[src/core/oamc_cfg.svh]
`ifndef OAMC_CFG_SVH
`define OAMC_CFG_SVH

// Register offsets
`define OAMC_OFF_OUT_AUTO_DIS 8'h16
`define OAMC_OFF_FLAG_AUTO_DIS 8'h17
`define OAMC_OFF_MARGIN_EN 8'h18
`define OAMC_OFF_MUTE_LVL 8'h19
`define OAMC_OFF_STATUS 8'h1a

// Reset values
`define OAMC_RST_OUT_AUTO_DIS 8'hff
`define OAMC_RST_FLAG_AUTO_DIS 2'h2
`define OAMC_RST_MARGIN_EN 6'h00
`define OAMC_RST_MUTE_LVL 16'h5555

// Field positions
`define OAMC_FLAG_MASK_W 2
`define OAMC_MARGIN_W 6
`define OAMC_MARGIN_PAIR_A 0
`define OAMC_MARGIN_PAIR_B 1
`define OAMC_MARGIN_SINGLE_LO 2

// Margining needs a divide value above this
`define OAMC_MARGIN_MIN_DIV 8'h08

`endif

[src/core/oamc_pkg.sv]
package oamc_pkg;
    typedef enum logic [1:0] {
        OAMC_LVL_BYPASS = 2'h0,
        OAMC_LVL_VCM = 2'h1,
        OAMC_LVL_HIGH = 2'h2,
        OAMC_LVL_RAIL = 2'h3
    } oamc_lvl_t;

    typedef enum logic [1:0] {
        OAMC_ST_RUN = 2'h1,
        OAMC_ST_MUTED = 2'h2
    } oamc_state_t;
endpackage

[src/core/oamc_top.sv]
// Behaviour
// - Output channel n with auto-disable bit n set goes to its mute level while reference invalid.
// - Output channel with auto-disable bit clear keeps running always.
// - Flag pin 1 in clock mode with bit 1 set stops while invalid.
// - Flag pin 0 in clock mode with bit 0 set stops while invalid.
// - Flag pin not in clock mode ignores its bit, keeps normal function.
// - Flag pin clock with bit clear keeps toggling regardless of validity.
// - Margin bits 2..5 enable dividers 2..5 margining when divide above 8.
// - Margin bit 1 governs the divider shared by channels 2 and 3.
// - Margin bit 0 governs the divider shared by channels 0 and 1.
// - Mute level 0 bypass, 1 common mode, 2 high, 3 rail split.
`include "oamc_cfg.svh"

module oamc_top (
    // Clock and reset
    input wire logic CLK_SYS,
    input wire logic RST_B,
    input wire logic CLK_EN,
    // Register port
    input wire logic [7:0] REG_ADDR,
    input wire logic [7:0] REG_WDATA,
    input wire logic REG_WR,
    input wire logic REG_RD,
    output logic [7:0] REG_RDATA,
    // Reference validity from detector (asynchronous)
    input wire logic REF_VALID,
    // Output clocks before gating, synthesizer domain
    input wire logic [7:0] OUT_CLK_IN,
    // Divide values of the six dividers
    input wire logic [47:0] DIV_VALUE,
    // Flag pins: normal function, clock selection and clock source
    input wire logic [1:0] FLAG_FUNC,
    input wire logic [1:0] FLAG_CLK_MODE,
    input wire logic [1:0] FLAG_CLK_IN,
    // Gated outputs
    output logic [7:0] OUT_CLK_P,
    output logic [7:0] OUT_CLK_N,
    output logic [7:0] OUT_MUTED,
    output logic [1:0] FLAG_PIN,
    // Margin enables to the dividers
    output logic [5:0] MARGIN_EN
);
    import oamc_pkg::*;

    typedef struct packed {
        logic [7:0] out_auto_dis;
        logic [1:0] flag_auto_dis;
        logic [5:0] margin_en;
        logic [15:0] mute_lvl;
        logic [1:0] valid_sync;
        oamc_state_t mute_state;
        logic [7:0] out_gate;
        logic [1:0] flag_gate;
        logic [7:0] out_p;
        logic [7:0] out_n;
        logic [1:0] flag_pin;
        logic [5:0] margin_q;
        logic [7:0] rdata;
    } oamc_state_s_t;

    oamc_state_s_t s;
    oamc_state_s_t next_s;

    function automatic logic out_p_val(input logic clk, input logic gate,
                                       input logic [1:0] lvl);
        logic v;
        v = clk;
        if (gate) begin
            case (oamc_lvl_t'(lvl))
                OAMC_LVL_BYPASS: v = clk;
                OAMC_LVL_VCM: v = 1'b0;
                OAMC_LVL_HIGH: v = 1'b1;
                OAMC_LVL_RAIL: v = 1'b1;
                default: v = 1'b0;
            endcase
        end
        return v;
    endfunction

    function automatic logic out_n_val(input logic clk, input logic gate,
                                       input logic [1:0] lvl);
        logic v;
        v = ~clk;
        if (gate) begin
            case (oamc_lvl_t'(lvl))
                OAMC_LVL_BYPASS: v = ~clk;
                OAMC_LVL_VCM: v = 1'b0;
                OAMC_LVL_HIGH: v = 1'b0;
                OAMC_LVL_RAIL: v = 1'b0;
                default: v = 1'b0;
            endcase
        end
        return v;
    endfunction

    logic invalid;
    logic [5:0] margin_ok;

    // Only the second stage of the synchroniser is looked at
    assign invalid = ~s.valid_sync[1];

    genvar g;
    generate
        for (g = 0; g < 6; g++) begin : g_margin
            // Margining is meaningless at small divide values
            assign margin_ok[g] =
                DIV_VALUE[g*8 +: 8] > `OAMC_MARGIN_MIN_DIV;
        end
    endgenerate

    always_comb begin
        next_s = s;
        next_s.valid_sync = {s.valid_sync[0], REF_VALID};
        if (REG_WR) begin
            case (REG_ADDR)
                `OAMC_OFF_OUT_AUTO_DIS: next_s.out_auto_dis = REG_WDATA;
                `OAMC_OFF_FLAG_AUTO_DIS:
                    next_s.flag_auto_dis = REG_WDATA[1:0];
                `OAMC_OFF_MARGIN_EN: next_s.margin_en = REG_WDATA[5:0];
                `OAMC_OFF_MUTE_LVL: next_s.mute_lvl[7:0] = REG_WDATA;
                8'h1b: next_s.mute_lvl[15:8] = REG_WDATA;
                default: ;
            endcase
        end
        next_s.rdata = 8'h00;
        if (REG_RD) begin
            case (REG_ADDR)
                `OAMC_OFF_OUT_AUTO_DIS: next_s.rdata = s.out_auto_dis;
                `OAMC_OFF_FLAG_AUTO_DIS:
                    next_s.rdata = {6'h00, s.flag_auto_dis};
                `OAMC_OFF_MARGIN_EN: next_s.rdata = {2'h0, s.margin_en};
                `OAMC_OFF_MUTE_LVL: next_s.rdata = s.mute_lvl[7:0];
                8'h1b: next_s.rdata = s.mute_lvl[15:8];
                `OAMC_OFF_STATUS:
                    next_s.rdata = {5'h00, s.valid_sync[1],
                                    s.mute_state == OAMC_ST_MUTED,
                                    |s.out_gate};
                default: next_s.rdata = 8'h00;
            endcase
        end
        case (s.mute_state)
            OAMC_ST_RUN: if (invalid) next_s.mute_state = OAMC_ST_MUTED;
            OAMC_ST_MUTED: if (!invalid) next_s.mute_state = OAMC_ST_RUN;
            default: next_s.mute_state = OAMC_ST_RUN;
        endcase
        for (int i = 0; i < 8; i++) begin
            // Gate moves only while the clock is low, so no runt pulse
            if (!OUT_CLK_IN[i]) begin
                next_s.out_gate[i] = s.out_auto_dis[i] & invalid;
            end
            next_s.out_p[i] = out_p_val(OUT_CLK_IN[i], s.out_gate[i],
                                        s.mute_lvl[2*i +: 2]);
            next_s.out_n[i] = out_n_val(OUT_CLK_IN[i], s.out_gate[i],
                                        s.mute_lvl[2*i +: 2]);
        end
        for (int j = 0; j < 2; j++) begin
            if (!FLAG_CLK_IN[j]) begin
                next_s.flag_gate[j] = s.flag_auto_dis[j] & invalid;
            end
            if (FLAG_CLK_MODE[j]) begin
                next_s.flag_pin[j] = FLAG_CLK_IN[j] & ~s.flag_gate[j];
            end else begin
                next_s.flag_pin[j] = FLAG_FUNC[j];
            end
        end
        next_s.margin_q[`OAMC_MARGIN_PAIR_A] =
            s.margin_en[`OAMC_MARGIN_PAIR_A] & margin_ok[0];
        next_s.margin_q[`OAMC_MARGIN_PAIR_B] =
            s.margin_en[`OAMC_MARGIN_PAIR_B] & margin_ok[1];
        next_s.margin_q[5:`OAMC_MARGIN_SINGLE_LO] =
            s.margin_en[5:2] & margin_ok[5:2];
    end

    always_ff @(posedge CLK_SYS) begin
        if (!RST_B) begin
            s.out_auto_dis <= `OAMC_RST_OUT_AUTO_DIS;
            s.flag_auto_dis <= `OAMC_RST_FLAG_AUTO_DIS;
            s.margin_en <= `OAMC_RST_MARGIN_EN;
            s.mute_lvl <= `OAMC_RST_MUTE_LVL;
            s.valid_sync <= 2'h0;
            s.mute_state <= OAMC_ST_RUN;
            s.out_gate <= 8'h00;
            s.flag_gate <= 2'h0;
            s.out_p <= 8'h00;
            s.out_n <= 8'h00;
            s.flag_pin <= 2'h0;
            s.margin_q <= 6'h00;
            s.rdata <= 8'h00;
        end else if (CLK_EN) begin
            s <= next_s;
        end
    end

    assign REG_RDATA = s.rdata;
    assign OUT_CLK_P = s.out_p;
    assign OUT_CLK_N = s.out_n;
    assign OUT_MUTED = s.out_gate;
    assign FLAG_PIN = s.flag_pin;
    assign MARGIN_EN = s.margin_q;
endmodule

[config.mk]
export PLATFORM = sky130hd
export DESIGN_NAME = oamc_top
export DESIGN_NICKNAME = d
export VERILOG_FILES = /design/src/core/oamc_pkg.sv /design/src/core/oamc_top.sv
export VERILOG_INCLUDE_DIRS = /design/src /design/src/core
export SDC_FILE = /design/constraint.sdc
export NUM_CORES = 1
export LEC_CHECK = 0
export BUFFER_PORTS_ARGS = -buffer_cell sky130_fd_sc_hd__buf_4
export CAP_MARGIN = 20
export CORE_ASPECT_RATIO = 1.4
export CORE_MARGIN = 5
export CORE_UTILIZATION = 45
export CTS_BUF_LIST = sky130_fd_sc_hd__clkbuf_8 sky130_fd_sc_hd__clkbuf_16
export CTS_CLUSTER_SIZE = 8
export DETAILED_ROUTE_END_ITERATION = 6
export HOLD_SLACK_MARGIN = 0.1
export MAX_ROUTING_LAYER = met4
export PLACE_DENSITY_LB_ADDON = 0.12
export SLEW_MARGIN = 20
export SYNTH_ARGS = -nofsm -noshare
export SYNTH_HDL_FRONTEND = slang
export SYNTH_SLANG_ARGS = --single-unit
[constraint.sdc]
create_clock -name CLK_SYS -period 2.2 [get_ports CLK_SYS]
set_input_delay 0.11 -clock CLK_SYS [delete_from_list [all_inputs] [get_ports CLK_SYS]]
set_output_delay 0.11 -clock CLK_SYS [all_outputs]
set_load 0.01 [all_outputs]
==> results_dict.tcl, run 1 <==
set metrics [dict create \
    p_comb_frac 0.128 \
    crit_path_start "FLAG_FUNC[1]" \
    avgSynthCellArea_um2 8.33 \
    core-area_um2 8200 \
    row_count 39 \
    worstSetupEndpointType "flop" \
    hpwl_um 8020 \
    synth_most_common_cell "dfxtp_1" \
    status "finished clean" \
    max_freq_ghz 0.526 \
    antenna_found_initial 0 \
    yosys.area.top_type "dfxtp_1" \
    path_clk_slew_ns 0.05 \
    seq_power_share 0.451 \
    final-hold-violation-count 0 \
    layout.area.seq_um2 1560 \
    vias_per_cell 5.40 \
    period_minus_slack_ns 1.90 \
    die_w_um 87.5 \
    reg2reg_depth 2 \
    grt.total_usage 0.219 \
    setup_viol 0 \
    clkPwrFrac 0.421 \
    holdCritPathClass "input port to flop" \
    ant_nets 0 \
    reg2reg_slack_ns 0.76 \
    switching_share 0.235 \
    diodes 0 \
    grt_pass1_wl_um 17400 \
    ctsRootBufferMaster "clkbuf_16" \
    port_buffers 123 \
    clock_latency_ns 0.34 \
    cts_tree "built" \
    worst_pin_slew_ns 0.645 \
    overflow 0 \
    synth_cell_types 40 \
    crit_path_max_fanout 1 \
    tns_ns 0 \
    ys_seq_area_frac 0.413 \
    totalWireLength_um 10900 \
    grt_max_degree 34 \
    synth_edf_count 0 \
    start_kind "input port" \
    first_pass_iters 4 \
    ys_async_sr_fraction 0 \
    vdd_drop_max_mv 0.413 \
    p_int_mw 2.52 \
    crit_end "FLAG_PIN[1]$_SDFFE_PN0P_" \
    synth-seq-cells 78 \
    finish.instance_area_um2 5060 \
    cellPowerDensity_nw_per_um2 651 \
    cp.required_ns 2.48 \
    rsz0062_at_grt "no" \
    numCtsBuffers 9 \
    path_class "input port to flop" \
    layout-drive-gt1-share 0.273 \
    synth_ff_type "dfxtp_1" \
    vias 3599 \
    ctsResizeCount 0 \
    cts_sinks 78 \
    syn-num-nets 538 \
    fin_util 0.618 \
    dieArea_um2 10400 \
    clk_path_buf_depth 2 \
    synth_area_um2 3780 \
    finalMaxSlewViolations 0 \
    nets 646 \
    timing.final.crit_share 0.864 \
    rr_startpoint "s[45]$_SDFFE_PN0P_" \
    die_h_um 118 \
    wl_per_cell_um 16.4 \
    cap_violations 0 \
    syn_to_final_growth_pct 33.9 \
    cp.arrival_ns 2.18 \
    r2r_end "s[33]$_SDFFE_PN0P_" \
    slew_headroom 0.569 \
    clock_skew_ns 0.00515 \
    placed_area_um2 4540 \
    drc 0 \
    fillers 745 \
    multi_input_area_um2 1810 \
    p_leak_nw 2.22 \
    grt_pass1_vias 3611 \
    ys_warn_count 0 \
    start_util 0.461 \
    drtIter0Drc 168 \
    htreeDepth 3 \
    io_pins 124 \
    gp_congestion 0.836 \
    synth_top_area_share 0.413 \
    synth.area.top_cells "dfxtp_1, mux2i_1, buf_4, nand2_1, a21oi_1" \
    netlist_instances 454 \
    p_switching_mw 0.776 \
    yosys-top-cells-count "dfxtp_1, nand2_1, buf_4" \
]
==> worst min path at each step <==
stage | from | end | slack (ns) | depth (start not counted)
after floorplan | REG_WDATA[0] | s[70]$_SDFFE_PN1P_ | 0.23 | 2
after global placement | REG_WDATA[6] | s[52]$_SDFFE_PN1P_ | 0.35 | 3
after detailed placement | REG_WDATA[6] | s[76]$_SDFFE_PN1P_ | 0.35 | 3
after CTS | REG_ADDR[1] | REG_RDATA[0]$_SDFFE_PN0P_ | 0.14 | 3
after global routing | REG_ADDR[1] | REG_RDATA[0]$_SDFFE_PN0P_ | 0.16 | 3
final | DIV_VALUE[29] | MARGIN_EN[3]$_SDFFE_PN0P_ | 0.16 | 5
==> layer usage <==
| layer | vias to the layer above | part of all wire | global-route usage | wire, um |
|---|---|---|---|---|
| met5 | - | 0 | - | 0 |
| met4 | 0 | 0.029 | 0.121 | 315 |
| met3 | 20 | 0.069 | 0.0313 | 755 |
| met2 | 109 | 0.49 | 0.357 | 5380 |
| li1 | 1783 | - | - | - |
| met1 | 1687 | 0.41 | 0.253 | 4470 |
==> power groups by stage <==
stage	clock network (mW)	logic, mW	registers (mW)
6_report	1.39	0.421	1.49
5_1_grt	1.47	0.463	1.49
3_3_place_gp	0	0.381	1.52
4_1_cts	1.41	0.424	1.49
2_1_floorplan	0	0.211	1.50
3_5_place_dp	0	0.386	1.52
==> critical path: stages <==
cell and delay (ns):
dlygate4sd3_1 0.53, buf_4 0.10, nand2b_1 0.04, dlygate4sd3_1 0.55
a311oi_1 0.27, dlygate4sd3_1 0.58
==> registers in the layout, summed over array words and instances (netlist names) <==
signal / count
s: 37
OUT_CLK_N: 8
OUT_CLK_P: 8
OUT_MUTED: 8
REG_RDATA: 8
MARGIN_EN: 6
FLAG_PIN: 2
next_s: 1
==> repair_timing <==
item                      CTS  global route
hold endpoints to repair   45             0
setup buffers               0             0
hold buffers               25             0
==> stage by stage <==
step | setup slack (ns) | total power, mW | cells | hold slack (ns)
global route | 0.198 | 3.42 | 667 | 0.161
finish | 0.300 | 3.30 | 667 | 0.158
detailed placement | 0.198 | 1.90 | 628 | 0.350
CTS | 0.343 | 3.32 | 667 | 0.142
floorplan | 0.466 | 1.71 | 454 | 0.234
global placement | 0.232 | 1.90 | 628 | 0.347
==> area by class of cell <==
cell class / count / area share
Clock buffer: 12 / 0.0526
Tap cell: 102 / 0.0252
Multi-Input combinational cell: 308 / 0.357
Clock inverter: 2 / 0.00173
Inverter: 6 / 0.00445
Timing Repair Buffer: 159 / 0.251
Sequential cell: 78 / 0.308
==> layout by cell type (no fill, tap or decap), drive strengths merged, types with 2 or more instances in the layout <==
cell / netlist / final
buf: 46 / 134
dfxtp: 78 / 78
nand2: 75 / 75
nor2: 35 / 35
mux2i: 32 / 32
a21oi: 30 / 30
dlygate4sd3: 0 / 25
o21ai: 23 / 23
nand2b: 20 / 20
nand3: 17 / 17
nor4: 13 / 13
clkbuf: 16 / 12
a31oi: 9 / 9
nor3b: 8 / 8
inv: 6 / 7
o31ai: 6 / 6
a22oi: 5 / 5
nor3: 4 / 4
o22ai: 4 / 4
or4b: 4 / 4
nand3b: 3 / 3
a311oi: 3 / 3
or4: 2 / 2
a222oi: 2 / 2
nand4: 2 / 2
==> cell families after synthesis <==
logic type | share of synthesized area
mux | 0.0877
flops | 0.413
buf+inv | 0.109
simple gates | 0.251
compound gates | 0.139
(Power assumes the default switching activity.)
==> inputs of run 2 (changes only) <==
--- a/config.mk
+++ b/config.mk
@@ -17,6 +17,7 @@
 export HOLD_SLACK_MARGIN = 0.1
 export MAX_ROUTING_LAYER = met4
 export PLACE_DENSITY_LB_ADDON = 0.12
+export REMOVE_ABC_BUFFERS = 1
 export SLEW_MARGIN = 20
 export SYNTH_ARGS = -nofsm -noshare
 export SYNTH_HDL_FRONTEND = slang
==> results_dict.tcl, run 2 (same netlist as run 1, synthesis figures left out) <==
set metrics [dict create \
    critPathMaxStageDelay_ns 0.57 \
    grt_max_degree 37 \
    gp_congestion 0.875 \
    io_pins 124 \
    start_util 0.461 \
    crit_path_frequent_cell "dlygate4sd3_1" \
    total_power_mw 3.47 \
    status "finished clean" \
    final-hold-violation-count 0 \
    syn_to_final_growth_pct 35.2 \
    worst_pin_slew_ns 0.706 \
    wl_met1_um 4600 \
    min-delay-start "FLAG_CLK_MODE[1]" \
    critPathBufInv 4 \
    drtIter0Drc 175 \
    ctsRootBufferMaster "clkbuf_16" \
    fillers 749 \
    nets 648 \
    clock_latency_ns 0.33 \
    cellPowerDensity_nw_per_um2 678 \
    cts_sinks 78 \
    worstHoldPathCells 3 \
    rsz0062_at_grt "no" \
    placed_area_um2 4530 \
    wl_met3_um 696 \
    vias 3627 \
    cp.arrival_ns 2.16 \
    dp_slack_ns 0.268 \
    start_kind "input port" \
    final_common_cell "buf_4" \
    htreeDepth 3 \
    rr_startpoint "s[45]$_SDFFE_PN0P_" \
    cts_tree "built" \
    layout_common_cells "buf_4, dfxtp_1, nand2_1, nor2_1, mux2i_1" \
    cap_violations 0 \
    crit_chain "dlygate4sd3_1 > buf_4 > nand2b_1 > dlygate4sd3_1 > a311oi_1 > dlygate4sd3_1" \
    wl_per_cell_um 16.9 \
    period_minus_slack_ns 1.89 \
    crit_path_max_fanout 1 \
    slew_headroom 0.529 \
    grt_pass1_wl_um 18400 \
    timing.final.crit_share 0.857 \
    totalWireLength_um 11300 \
    dieArea_um2 10400 \
    worstSetupEndpointType "flop" \
    reg2reg_slack_ns 0.73 \
    path_clk_slew_ns 0.06 \
    r2r_end "s[32]$_SDFFE_PN0P_" \
    die_h_um 118 \
    p_leak_nw 2.25 \
    finalMaxSlewViolations 0 \
    grt.total_usage 0.232 \
    fin_ws_ns 0.314 \
    largest_register_ffs 37 \
    tns_ns 0 \
    ctsResizeCount 0 \
    diodes 0 \
    clk_path_buf_depth 2 \
    row_count 39 \
    numCtsBuffers 9 \
    layout-drive-gt1-share 0.278 \
    regMostFlops "s" \
    hpwl_um 8290 \
    setup_viol 0 \
    max_freq_ghz 0.530 \
    vias_per_cell 5.41 \
    crit_family "buffers and inverters" \
    core-area_um2 8200 \
    drc 0 \
    met2_length_um 5760 \
    port_buffers 123 \
    cp.required_ns 2.48 \
    grt_pass1_vias 3724 \
    die_w_um 87.5 \
    overflow 0 \
    first_pass_iters 4 \
    vdd_drop_max_mv 0.385 \
    dr.max_layer_used "met4" \
    ant_nets 0 \
    path_class "input port to flop" \
    reg2reg_depth 2 \
    clock_skew_ns 0.00463 \
    min_to "FLAG_PIN[1]$_SDFFE_PN0P_" \
    critPathSlowestCell "dlygate4sd3_1" \
    holdCritPathClass "input port to flop" \
    finish.instance_area_um2 5110 \
    antenna_found_initial 0 \
]
-- run 2: cell count changes in the layout (fill, tap and decap cells not counted), sizes merged --
cell,change
buf,+1
bufinv,+1
clkbuf,+1
clkinv,+1
dlygate4sd3,+1
inv,-1
-- run 2: metrics by stage --
step	instances	hold slack [ns]	util
after floorplan	392	0.172	-
after global placement	629	0.351	0.553
after detailed placement	629	0.354	0.553
after CTS	671	0.101	0.624
after global routing	671	0.120	0.624
final	671	0.109	0.624
-- run 2: what timing repair did --
| item | in CTS | in global routing |
|---|---|---|
| hold buffers | 26 | 0 |
| setup buffers | 0 | 0 |
| hold endpoints to repair | 46 | 0 |
-- run 2: tightest hold or removal path, cell delays in order --
cell	delay, ns
buf_4	0.11
nand3b_1	0.08
a311oi_1	0.09
-- run 2: worst max path at each step --
stage | startpoint | endpoint | slack [ns] | depth (start not counted)
2_1_floorplan | REG_ADDR[5] | s[62]$_SDFFE_PN0P_ | 0.23 | 4
3_3_place_gp | REG_ADDR[5] | s[75]$_SDFFE_PN1P_ | 0.28 | 6
3_5_place_dp | REG_ADDR[5] | s[76]$_SDFFE_PN1P_ | 0.27 | 6
4_1_cts | FLAG_FUNC[0] | FLAG_PIN[0]$_SDFFE_PN0P_ | 0.35 | 6
5_1_grt | FLAG_FUNC[0] | FLAG_PIN[0]$_SDFFE_PN0P_ | 0.23 | 6
6_report | FLAG_FUNC[0] | FLAG_PIN[0]$_SDFFE_PN0P_ | 0.31 | 6
-- run 2: area by class of cell --
type                            count  area [um2]  share of cell area
Inverter                            6        22.5             0.00440
Clock buffer                       13         280              0.0548
Timing Repair Buffer              161        1270               0.249
Tap cell                          102         128              0.0250
Multi-Input combinational cell    308        1810               0.354
Sequential cell                    78        1560               0.305
Clock inverter                      3        40.0             0.00783
-- run 2: power breakdown --
| group | internal [mW] | switching (mW) | total, mW |
|---|---|---|---|
| clock | 0.998 | 0.556 | 1.55 |
| sequential | 1.45 | 0.0368 | 1.49 |
| combinational | 0.230 | 0.194 | 0.424 |
-- run 2: routing by layer --
metal  up-vias  track usage
met4         0       0.0902
li1       1787            -
met1      1674        0.268
met3        28       0.0438
met5         -            -
met2       138        0.391
